===== src/verilog/fdwp_cfg.svh =====
`ifndef FDWP_CFG_SVH
`define FDWP_CFG_SVH

// register byte offsets
`define FDWP_OFF_CTRL    8'h00
`define FDWP_OFF_KEY     8'h04
`define FDWP_OFF_ADRL    8'h08
`define FDWP_OFF_ADRH    8'h0C
`define FDWP_OFF_PAGE    8'h10
`define FDWP_OFF_PTR     8'h14
`define FDWP_OFF_TWL     8'h18
`define FDWP_OFF_TWH     8'h1C
`define FDWP_OFF_STAT    8'h20
`define FDWP_OFF_MASK    8'h24

// flash_op_control field positions
`define FDWP_BIT_TRIG    15
`define FDWP_BIT_ALLOW   14
`define FDWP_BIT_FAULT   13
`define FDWP_BIT_SWAP    11
`define FDWP_BIT_P2      10
`define FDWP_OP_MSB      3

// operation codes
`define FDWP_OP_DWORD    4'h1
`define FDWP_OP_ERASE    4'h3

// unlock keys and latch page
`define FDWP_KEY_FIRST   16'h0055
`define FDWP_KEY_SECOND  16'h00AA
`define FDWP_LATCH_PAGE  8'hFA

// interrupt status bit positions
`define FDWP_IRQ_DONE    0
`define FDWP_IRQ_FAULT   1

// reset values
`define FDWP_RST_WORD    24'h000000
`define FDWP_RST_REG16   16'h0000
`define FDWP_RST_REG8    8'h00
`define FDWP_RST_OP      4'h0
`define FDWP_RST_IRQ     2'h0

`endif


===== src/verilog/fdwp_pkg.sv =====
package fdwp_pkg;

    typedef logic [23:0] fdwp_word_t;

    typedef enum logic [0:0]
    {
        st_idle = 1'b0,
        st_run  = 1'b1
    } fdwp_state_t;

endpackage


===== src/verilog/fdwp_latch_if.sv =====
`timescale 1ns/10ps
interface fdwp_latch_if;
    logic                 wr_lo;
    logic                 wr_hi;
    logic                 sel;
    logic [15:0]          data;
    fdwp_pkg::fdwp_word_t word0;
    fdwp_pkg::fdwp_word_t word1;

    modport ctl  (output wr_lo, output wr_hi, output sel, output data,
                  input word0, input word1);
    modport hold (input wr_lo, input wr_hi, input sel, input data,
                  output word0, output word1);
endinterface


===== src/verilog/fdwp_latch.sv =====
`timescale 1ns/10ps
`include "fdwp_cfg.svh"
module fdwp_latch
(
    input  wire logic   clock,
    input  wire logic   rst_b,
    fdwp_latch_if.hold  lat
);
    import fdwp_pkg::*;

    fdwp_word_t mem_q [2];

    // table writes land here, never in the flash array itself
    always_ff @(posedge clock)
    begin
        if (!rst_b)
        begin
            mem_q[0] <= `FDWP_RST_WORD;
            mem_q[1] <= `FDWP_RST_WORD;
        end
        else if (lat.wr_lo)
            mem_q[lat.sel][15:0] <= lat.data;
        else if (lat.wr_hi)
            mem_q[lat.sel][23:16] <= lat.data[7:0];
    end

    assign lat.word0 = mem_q[0];
    assign lat.word1 = mem_q[1];
endmodule // fdwp_latch


===== src/verilog/fdwp_unlock.sv =====
`timescale 1ns/10ps
`include "fdwp_cfg.svh"
module fdwp_unlock
(
    input  wire logic        clock,
    input  wire logic        rst_b,
    input  wire logic        key_wr,
    input  wire logic        other_wr,
    input  wire logic [15:0] key_data,
    output logic             armed
);
    import fdwp_pkg::*;

    logic first_q;
    logic armed_q;

    // any write that is not the next key breaks the sequence
    always_ff @(posedge clock)
    begin
        if (!rst_b)
        begin
            first_q <= 1'b0;
            armed_q <= 1'b0;
        end
        else if (key_wr)
        begin
            first_q <= (key_data == `FDWP_KEY_FIRST);
            armed_q <= first_q && (key_data == `FDWP_KEY_SECOND);
        end
        else if (other_wr)
        begin
            first_q <= 1'b0;
            armed_q <= 1'b0;
        end
    end

    assign armed = armed_q;
endmodule // fdwp_unlock


===== src/verilog/fdwp_top.sv =====
// Our own choices: the plain strobed port and the register offsets.
`timescale 1ns/10ps
`include "fdwp_cfg.svh"
module fdwp_top
(
    input  wire logic        clock,
    input  wire logic        rst_b,
    input  wire logic        por_b,
    input  wire logic [7:0]  addr,
    input  wire logic [15:0] wr_data,
    input  wire logic        wr_en,
    input  wire logic        rd_en,
    output logic      [15:0] rd_data,
    output logic             irq,
    input  wire logic        dual_partition_mode,
    input  wire logic        partition2_mapped,
    input  wire logic        soft_swap_done,
    output logic      [23:0] flash_addr,
    output logic      [47:0] flash_wdata,
    output logic             flash_program,
    output logic             flash_erase,
    input  wire logic        flash_done,
    input  wire logic        flash_abort
);
    import fdwp_pkg::*;

    fdwp_state_t state_q;
    logic        trig_q;
    logic        allow_q;
    logic        fault_q;
    logic [3:0]  op_q;
    logic [15:0] adrl_q;
    logic [7:0]  adrh_q;
    logic [7:0]  page_q;
    logic [15:0] ptr_q;
    logic [1:0]  stat_q;
    logic [1:0]  stat_d;
    logic [1:0]  mask_q;
    logic        p2_q;
    logic        swap_q;
    logic [15:0] rd_data_q;
    logic        irq_q;
    logic [23:0] flash_addr_q;
    logic [47:0] flash_wdata_q;
    logic        flash_program_q;
    logic        flash_erase_q;

    logic        ctrl_wr;
    logic        key_wr;
    logic        page_ok;
    logic        trig_req;
    logic        op_legal;
    logic        start;
    logic        reject;
    logic        done_ok;
    logic        done_bad;
    logic        armed;
    logic [15:0] ctrl_view;
    logic [15:0] rd_mux;

    fdwp_latch_if lat ();

    assign ctrl_wr  = wr_en && addr == `FDWP_OFF_CTRL;
    assign key_wr   = wr_en && addr == `FDWP_OFF_KEY;
    assign page_ok  = page_q == `FDWP_LATCH_PAGE;
    assign trig_req = ctrl_wr && wr_data[`FDWP_BIT_TRIG] && state_q == st_idle;
    assign op_legal = wr_data[`FDWP_OP_MSB:0] == `FDWP_OP_DWORD
                   || wr_data[`FDWP_OP_MSB:0] == `FDWP_OP_ERASE;
    // the trigger write itself must carry allow and opcode, as 0xC001 does; the allow
    // and opcode stored by an earlier 0x4001-style write are not used for the start
    assign start    = trig_req && armed && wr_data[`FDWP_BIT_ALLOW] && op_legal;
    assign reject   = trig_req && !start;
    assign done_ok  = state_q == st_run && flash_done && !flash_abort;
    assign done_bad = state_q == st_run && flash_abort;

    // latch page must be selected first, else the table write is dropped
    assign lat.wr_lo = wr_en && addr == `FDWP_OFF_TWL && page_ok;
    assign lat.wr_hi = wr_en && addr == `FDWP_OFF_TWH && page_ok;
    assign lat.sel   = ptr_q[1];
    assign lat.data  = wr_data;

    fdwp_latch u_latch
    (
        .clock (clock),
        .rst_b (rst_b),
        .lat   (lat)
    );

    fdwp_unlock u_unlock
    (
        .clock    (clock),
        .rst_b    (rst_b),
        .key_wr   (key_wr),
        .other_wr (wr_en && !key_wr),
        .key_data (wr_data),
        .armed    (armed)
    );

    always_ff @(posedge clock)
    begin
        if (!rst_b)
            state_q <= st_idle;
        else
        begin
            unique case (state_q)
                st_idle:
                    if (start)
                        state_q <= st_run;
                st_run:
                    if (flash_done || flash_abort)
                        state_q <= st_idle;
            endcase
        end
    end

    // trigger is set-only from software and held for the whole operation
    always_ff @(posedge clock)
    begin
        if (!rst_b)
            trig_q <= 1'b0;
        else if (start)
            trig_q <= 1'b1;
        else if (done_ok || done_bad)
            trig_q <= 1'b0;
    end

    // these bits survive a system reset and clear only on power-on
    always_ff @(posedge clock)
    begin
        if (!por_b)
        begin
            allow_q <= 1'b0;
            op_q    <= `FDWP_RST_OP;
        end
        else if (ctrl_wr && state_q == st_idle)
        begin
            allow_q <= wr_data[`FDWP_BIT_ALLOW];
            op_q    <= wr_data[`FDWP_OP_MSB:0];
        end
    end

    // set wins over the software clear in the same cycle
    always_ff @(posedge clock)
    begin
        if (!por_b)
            fault_q <= 1'b0;
        else if (reject || done_bad)
            fault_q <= 1'b1;
        else if (done_ok)
            fault_q <= 1'b0;
        else if (ctrl_wr && state_q == st_idle && !wr_data[`FDWP_BIT_FAULT])
            fault_q <= 1'b0;
    end

    // address pair and page are frozen while an operation runs
    always_ff @(posedge clock)
    begin
        if (!rst_b)
        begin
            adrl_q <= `FDWP_RST_REG16;
            adrh_q <= `FDWP_RST_REG8;
            page_q <= `FDWP_RST_REG8;
            ptr_q  <= `FDWP_RST_REG16;
            mask_q <= `FDWP_RST_IRQ;
        end
        else if (wr_en && state_q == st_idle)
        begin
            if (addr == `FDWP_OFF_ADRL)
                adrl_q <= wr_data;
            if (addr == `FDWP_OFF_ADRH)
                adrh_q <= wr_data[7:0];
            if (addr == `FDWP_OFF_PAGE)
                page_q <= wr_data[7:0];
            if (addr == `FDWP_OFF_PTR)
                ptr_q <= wr_data;
            if (addr == `FDWP_OFF_MASK)
                mask_q <= wr_data[1:0];
        end
    end

    // flash macro command; the macro is self-timed and answers with done or abort
    always_ff @(posedge clock)
    begin
        if (!rst_b)
        begin
            flash_addr_q    <= `FDWP_RST_WORD;
            flash_wdata_q   <= {`FDWP_RST_WORD, `FDWP_RST_WORD};
            flash_program_q <= 1'b0;
            flash_erase_q   <= 1'b0;
        end
        else if (start)
        begin
            flash_addr_q    <= {adrh_q, adrl_q};
            flash_wdata_q   <= {lat.word1, lat.word0};
            flash_program_q <= wr_data[`FDWP_OP_MSB:0] == `FDWP_OP_DWORD;
            flash_erase_q   <= wr_data[`FDWP_OP_MSB:0] == `FDWP_OP_ERASE;
        end
        else if (done_ok || done_bad)
        begin
            flash_program_q <= 1'b0;
            flash_erase_q   <= 1'b0;
        end
    end

    always_ff @(posedge clock)
    begin
        if (!rst_b)
        begin
            p2_q   <= 1'b0;
            swap_q <= 1'b0;
        end
        else
        begin
            p2_q   <= dual_partition_mode && partition2_mapped;
            swap_q <= dual_partition_mode && soft_swap_done;
        end
    end

    // read-to-clear status; a new event in the read cycle stays set
    always_comb
    begin
        stat_d = stat_q;
        if (rd_en && addr == `FDWP_OFF_STAT)
            stat_d = `FDWP_RST_IRQ;
        stat_d[`FDWP_IRQ_DONE]  = stat_d[`FDWP_IRQ_DONE] || done_ok;
        stat_d[`FDWP_IRQ_FAULT] = stat_d[`FDWP_IRQ_FAULT] || reject || done_bad;
    end

    always_ff @(posedge clock)
    begin
        if (!rst_b)
        begin
            stat_q <= `FDWP_RST_IRQ;
            irq_q  <= 1'b0;
        end
        else
        begin
            stat_q <= stat_d;
            irq_q  <= |(stat_d & mask_q);
        end
    end

    always_comb
    begin
        ctrl_view                      = `FDWP_RST_REG16;
        ctrl_view[`FDWP_BIT_TRIG]      = trig_q;
        ctrl_view[`FDWP_BIT_ALLOW]     = allow_q;
        ctrl_view[`FDWP_BIT_FAULT]     = fault_q;
        ctrl_view[`FDWP_BIT_SWAP]      = swap_q;
        ctrl_view[`FDWP_BIT_P2]        = p2_q;
        ctrl_view[`FDWP_OP_MSB:0]      = op_q;
    end

    always_comb
    begin
        unique case (addr)
            `FDWP_OFF_CTRL: rd_mux = ctrl_view;
            `FDWP_OFF_ADRL: rd_mux = adrl_q;
            `FDWP_OFF_ADRH: rd_mux = {8'h00, adrh_q};
            `FDWP_OFF_PAGE: rd_mux = {8'h00, page_q};
            `FDWP_OFF_PTR:  rd_mux = ptr_q;
            `FDWP_OFF_STAT: rd_mux = {14'h0000, stat_q};
            `FDWP_OFF_MASK: rd_mux = {14'h0000, mask_q};
            default:        rd_mux = `FDWP_RST_REG16;
        endcase
    end

    // key and latch ports are write-only and read as zero
    always_ff @(posedge clock)
    begin
        if (!rst_b)
            rd_data_q <= `FDWP_RST_REG16;
        else if (rd_en)
            rd_data_q <= rd_mux;
        else
            rd_data_q <= `FDWP_RST_REG16;
    end

    assign rd_data       = rd_data_q;
    assign irq           = irq_q;
    assign flash_addr    = flash_addr_q;
    assign flash_wdata   = flash_wdata_q;
    assign flash_program = flash_program_q;
    assign flash_erase   = flash_erase_q;
endmodule // fdwp_top


===== config.mk =====
export PLATFORM = sky130hd
export DESIGN_NAME = fdwp_top
export DESIGN_NICKNAME = d
export VERILOG_FILES = /design/src/verilog/fdwp_pkg.sv /design/src/verilog/fdwp_latch_if.sv /design/src/verilog/fdwp_latch.sv /design/src/verilog/fdwp_unlock.sv /design/src/verilog/fdwp_top.sv
export VERILOG_INCLUDE_DIRS = /design/src /design/src/verilog
export SDC_FILE = /design/constraint.sdc
export NUM_CORES = 1
export LEC_CHECK = 0
export ABC_CLOCK_PERIOD_IN_PS = 6800
export BUFFER_PORTS_ARGS = -buffer_cell sky130_fd_sc_hd__buf_2
export CORE_ASPECT_RATIO = 2
export CORE_MARGIN = 2
export CORE_UTILIZATION = 60
export CTS_BUF_LIST = sky130_fd_sc_hd__clkbuf_16
export DETAILED_ROUTE_END_ITERATION = 10
export PLACE_DENSITY = 0.89
export RECOVER_POWER = 25
export REMOVE_ABC_BUFFERS = 1
export SLEW_MARGIN = 0
export SYNTH_ARGS = -nofsm -noshare
export SYNTH_HDL_FRONTEND = slang
export SYNTH_SLANG_ARGS = --single-unit

===== constraint.sdc =====
create_clock -name clock -period 6.8 [get_ports clock]
set_input_delay 1.36 -clock clock [delete_from_list [all_inputs] [get_ports clock]]
set_output_delay 1.36 -clock clock [all_outputs]
set_load 0.03 [all_outputs]

# ---- Yosys cells after proc, flatten, opt, wreduce, memory -nomap -nowiden
# Memory sizes are Yosys's and may differ from the RTL's. A register that Yosys moved wholly into a read port is not among the register bits.
# Index checks and enable logic that the tools add are counted.
dict set report word_totals {
  out_inout_bits 91
  input_bits 34
  reg_bits 107
  ram_bits 48
  wordCells 111
  n_memories 1
}
dict set report op_classes {
  mux 26
  n_eq_ne 14
  bitwise 2
  n_reduce_logical 48
}
# name depth word_bits read_ports rd_ports_with_merged_regs wr line
set memory_table {}
lappend memory_table {u_latch.mem_q 2 24 2 2 2 fdwp_latch.sv:11} ;# fdwp_word_t mem_q [2];
# cell count
set op_table {}
lappend op_table {{$pmux W16 S7} 1}
lappend op_table {{$eq A8 B5 Y1 const B} 4}
lappend op_table {{$mux W24} 1}
lappend op_table {{$reduce_or A24 Y1} 1}
lappend op_table {{$logic_and A1 B1 Y1} 23}
lappend op_table {{$mux W1} 21}
lappend op_table {{$eq A16 B7 Y1 const B} 1}
lappend op_table {{$eq A16 B8 Y1 const B} 1}
lappend op_table {{$eq A8 B4 Y1 const B} 2}
lappend op_table {{$eq A8 B6 Y1 const B} 2}
lappend op_table {{$reduce_and A2 Y1} 6}
lappend op_table {{$eq A8 B3 Y1 const B} 1}
lappend op_table {{$eq A8 B8 Y1 const B} 1}
lappend op_table {{$logic_not A8 Y1} 1}
lappend op_table {{$logic_or A1 B1 Y1} 7}
lappend op_table {{$logic_not A1 Y1} 6}
lappend op_table {{$eq A4 B1 Y1 const B} 1}
lappend op_table {{$eq A4 B2 Y1 const B} 1}
lappend op_table {{$mux W2} 2}
lappend op_table {{$reduce_bool A2 Y1} 2}
lappend op_table {{$reduce_bool A3 Y1} 1}
lappend op_table {{$and A2 B2 Y2} 1}
lappend op_table {{$pmux W1 S2} 1}
lappend op_table {{$reduce_or A2 Y1} 1}
lappend op_table {{$not A1 Y1} 1}

# ---- Logic depth before layout (Yosys ltp)
dict set report depth {
  word_depth 13
  mapped_depth 7
  depth_no_buf 4
}

# ---- Modules after synthesis
# A second synthesis with hierarchy kept.
dict set report hier_totals {
  hier_cells 843
  area_unflattened_um2 8513.2
}
# mod n_inst seq_area_each_um2 area_each_um2 cells_per_inst
set modules_own_cells {}
lappend modules_own_cells {fdwp_top 1 3062.9 6523.8 718}
lappend modules_own_cells {fdwp_latch 1 1441.4 1840.5 109}
lappend modules_own_cells {fdwp_unlock 1 40.0 148.9 16}

# ---- Worst setup path after synthesis
# Ideal clock, no wire load.
dict set report synth_timing {
  kind {input -> register}
  startpoint {in addr[1]}
  endpoint {mem u_latch.mem_q[0][0] in the netlist's numbering (enable)}
  arrival_ns 3.054
  setup_slack_ns 3.371
  path_buffers 0
  setup_ns 0.375
  path_stages 4
  required_time_ns 6.425
  cell_sequence {or3b_4 -> or4_4 -> nor4_4 -> nand2b_1}
}
# element line
set synth_lines {}
lappend synth_lines {{from (decl)} fdwp_top.sv:9} ;# input wire logic [7:0] addr,
lappend synth_lines {{to (decl)} fdwp_latch.sv:11}

==> results.sh <==
export IMPL_status="finished, violations left"
export IMPL_violations="max-capacitance violations, max-slew violations"
export IMPL_reg2reg_depth=4
export IMPL_syn_area_per_cell_um2=10.1
export IMPL_drt_total_wl_um=20700
export IMPL_cp_arrival_ns=4.73
export IMPL_place_ws_ns=2.63
export IMPL_cp_end_kind="register"
export IMPL_synthesis_area_um2=8470
export IMPL_clock_sinks=203
export IMPL_cts_resized_gates=0
export IMPL_initialDrtViolationCount=559
export IMPL_cts_root_buf="clkbuf_16"
export IMPL_synth_cell_types=52
export IMPL_async_flop_share_pct=0
export IMPL_hold_viol_final=0
export IMPL_worstHoldStart="allow_q"
export IMPL_rrSetupSlack_ns=4.13
export IMPL_p_leak_nw=3.38
export IMPL_portBuffers=124
export IMPL_start_util_pct=61.0
export IMPL_grt_overflow_total=0
export IMPL_route_antenna_remaining_nets=0
export IMPL_ys_seq_area_share_pct=53.6
export IMPL_cp_start_kind="primary input"
export IMPL_synth_seq_cells=203
export IMPL_critPathRequiredTime_ns=6.78
export IMPL_cts_buffers=17
export IMPL_synth_flop_cell="dfxtp_1"
export IMPL_die_y_um=172
export IMPL_first_pass_iters=5
export IMPL_drt_drc_violations_left=0
export IMPL_setup_tns_ns=0
export IMPL_drive_above_1_share_pct=10.0
export IMPL_worstSetupPathType="primary input to register"
export IMPL_fmax_mhz=211
export IMPL_antenna_found_initial=0
export IMPL_peakVddDrop_v=0.000205
export IMPL_r2r_start="page_q[0]"
export IMPL_stdcell_count=1118
export IMPL_rsz0062_at_grt="false"
export IMPL_setup_violations_final=0
export IMPL_htree_levels=1
export IMPL_grt_total_usage_pct=27.0
export IMPL_holdBufCountCts=0
export IMPL_finalCritPeriodShare_pct=69.8
export IMPL_final_nets=953
export IMPL_clkTransAtPathRegs_ns=0.07
export IMPL_vias_per_cell=5.97
export IMPL_powerDensity_nw_per_um2=239
export IMPL_vias=6677
export IMPL_cts_tree="yes"
export IMPL_slew_headroom_pct=-68.7
export IMPL_die_area_um2=15100
export IMPL_slew_violations=71
export IMPL_num_rows=61
export IMPL_wl_per_cell_um=18.5
export IMPL_core_area_um2=13900
export IMPL_diodes=0
export IMPL_clkLatencyLatePin_ns=0.47
export IMPL_die_w_um=88.0
export IMPL_reg2reg_to="u_latch.mem_q[1][1]"
export IMPL_grt_pass1_vias=6496
export IMPL_min_to="allow_q"
export IMPL_grt_max_degree=73
export IMPL_dp_cells=1089
export IMPL_clockBufferDepth=3
export IMPL_drv_cap=1
export IMPL_grt_first_pass_wirelength_um=32300
export IMPL_fin_skew_ns=0.00875
export IMPL_hold_path_class="register to register"
export IMPL_worst_slack_ns=2.05
export IMPL_ys_warn_count=0
export IMPL_place_gp_congestion=0.958
export IMPL_min_path_cells=2
export IMPL_finalCriticalPeriod_ns=4.75
export IMPL_area_growth_pct=12.5
export IMPL_utilization_pct=68.6
export IMPL_syn_inst=842
export IMPL_postCtsSetupBuffers=0
export IMPL_worst_slew_pin_slew_ns=2.53
export IMPL_hpwl_um=13700
export IMPL_synth_edf_count=48
export IMPL_ios=125
export IMPL_worst_path_max_fanout=72
==> cells by family after synthesis <==
group,Yosys count,share of synthesized area [%]
AND/OR/NAND/NOR,297,19.9
AO/OA/AOI/OAI,213,16.5
flip-flops,203,53.6
buffers and inverters,79,3.96
multiplexers,50,5.97
==> per-stage QoR <==
stage	hold slack, ns	instance area (um^2)	power, mW
detailed placement	0.454	9090	1.35
finish	0.462	9530	2.28
CTS	0.464	9640	2.28
global route	0.499	9530	2.33
global placement	0.446	9090	1.34
floorplan	0.436	8150	1.30
==> report_power, final <==
group | internal [mW] | leakage, nW | switching [mW]
Sequential | 1.24 | 1.76 | 0.00313
Clock | 0.539 | 0.281 | 0.415
Combinational | 0.0270 | 1.34 | 0.0511
==> state kept, by name, summed over array words and instances, names as in the netlist <==
name	flops
op_q	4
flash_wdata	48
irq	1
rd_data	16
ptr_q	16
mask_q	2
adrl_q	16
u_latch.mem_q	48
adrh_q	8
trig_q	1
swap_q	1
p2_q	1
flash_addr	24
allow_q	1
stat_q	2
fault_q	1
u_unlock.armed	1
state_q	1
flash_erase	1
u_unlock.first_q	1
page_q	8
flash_program	1
==> worst max path at each step <==
stage	cells after the start	slack, ns	endpoint	start
floorplan	4	2.42	irq	addr[5]
global placement	5	2.77	u_latch.mem_q[0][15]	rst_b
detailed placement	5	2.63	u_latch.mem_q[0][11]	rst_b
CTS	5	3.14	u_latch.mem_q[1][1]	rst_b
global route	3	1.68	u_latch.mem_q[0][11]	rst_b
finish	3	2.05	u_latch.mem_q[0][14]	rst_b
==> metal layers <==
| layer | wire length, um | global-route usage (%) | part of all wire (%) |
|---|---|---|---|
| met5 | 0 | 0 | 0 |
| met4 | 775 | 12.1 | 3.8 |
| met3 | 1270 | 3.39 | 6.1 |
| met2 | 10800 | 48.1 | 52 |
| met1 | 7780 | 31.9 | 38 |
==> cell usage after synthesis (5+ instances only) <==
cell,number,share of area [%]
dfxtp_1,155,37
a21boi_0,94,8.3
nand3_1,79,4.7
o21ai_0,79,4.7
nand2_1,58,2.6
clkbuf_1,52,2.3
and2_1,49,3.6
edfxtp_1,48,17
mux2i_1,46,5.4
nor2b_1,41,3.0
buf_2,19,1.1
and3_1,15,1.1
nor2_1,11,0.49
a21oi_1,9,0.53
o22a_1,6,0.62
nand4_1,5,0.37
nor4_1,5,0.37
o211ai_1,5,0.44
==> critical path, stage by stage <==
cell,delay (ns)
buf_4,0.47
clkbuf_1,1.85
nand2b_1,1.03
==> layout by cell type, fill, tap and decap left out, types with 13 or more instances in the layout <==
cell	instances
o21ai_0	79
clkbuf_1	82
and3_1	13
mux2i_1	46
nand3_1	77
dfxtp_1	155
buf_2	42
nand2_1	58
a21boi_0	94
edfxtp_1	48
clkbuf_16	19
nor2b_1	41
and2_1	49
==> cell type report <==
| cell class | count | area [um^2] |
|---|---|---|
| clock buffer | 19 | 475 |
| clock inverter | 10 | 67.6 |
| fill | 1081 | 4360 |
| inverter | 4 | 15.0 |
| multi-input combinational | 560 | 3610 |
| sequential | 203 | 4540 |
| tap | 189 | 236 |
| timing repair buffer | 133 | 586 |
Power figures use the tool's default switching activity.
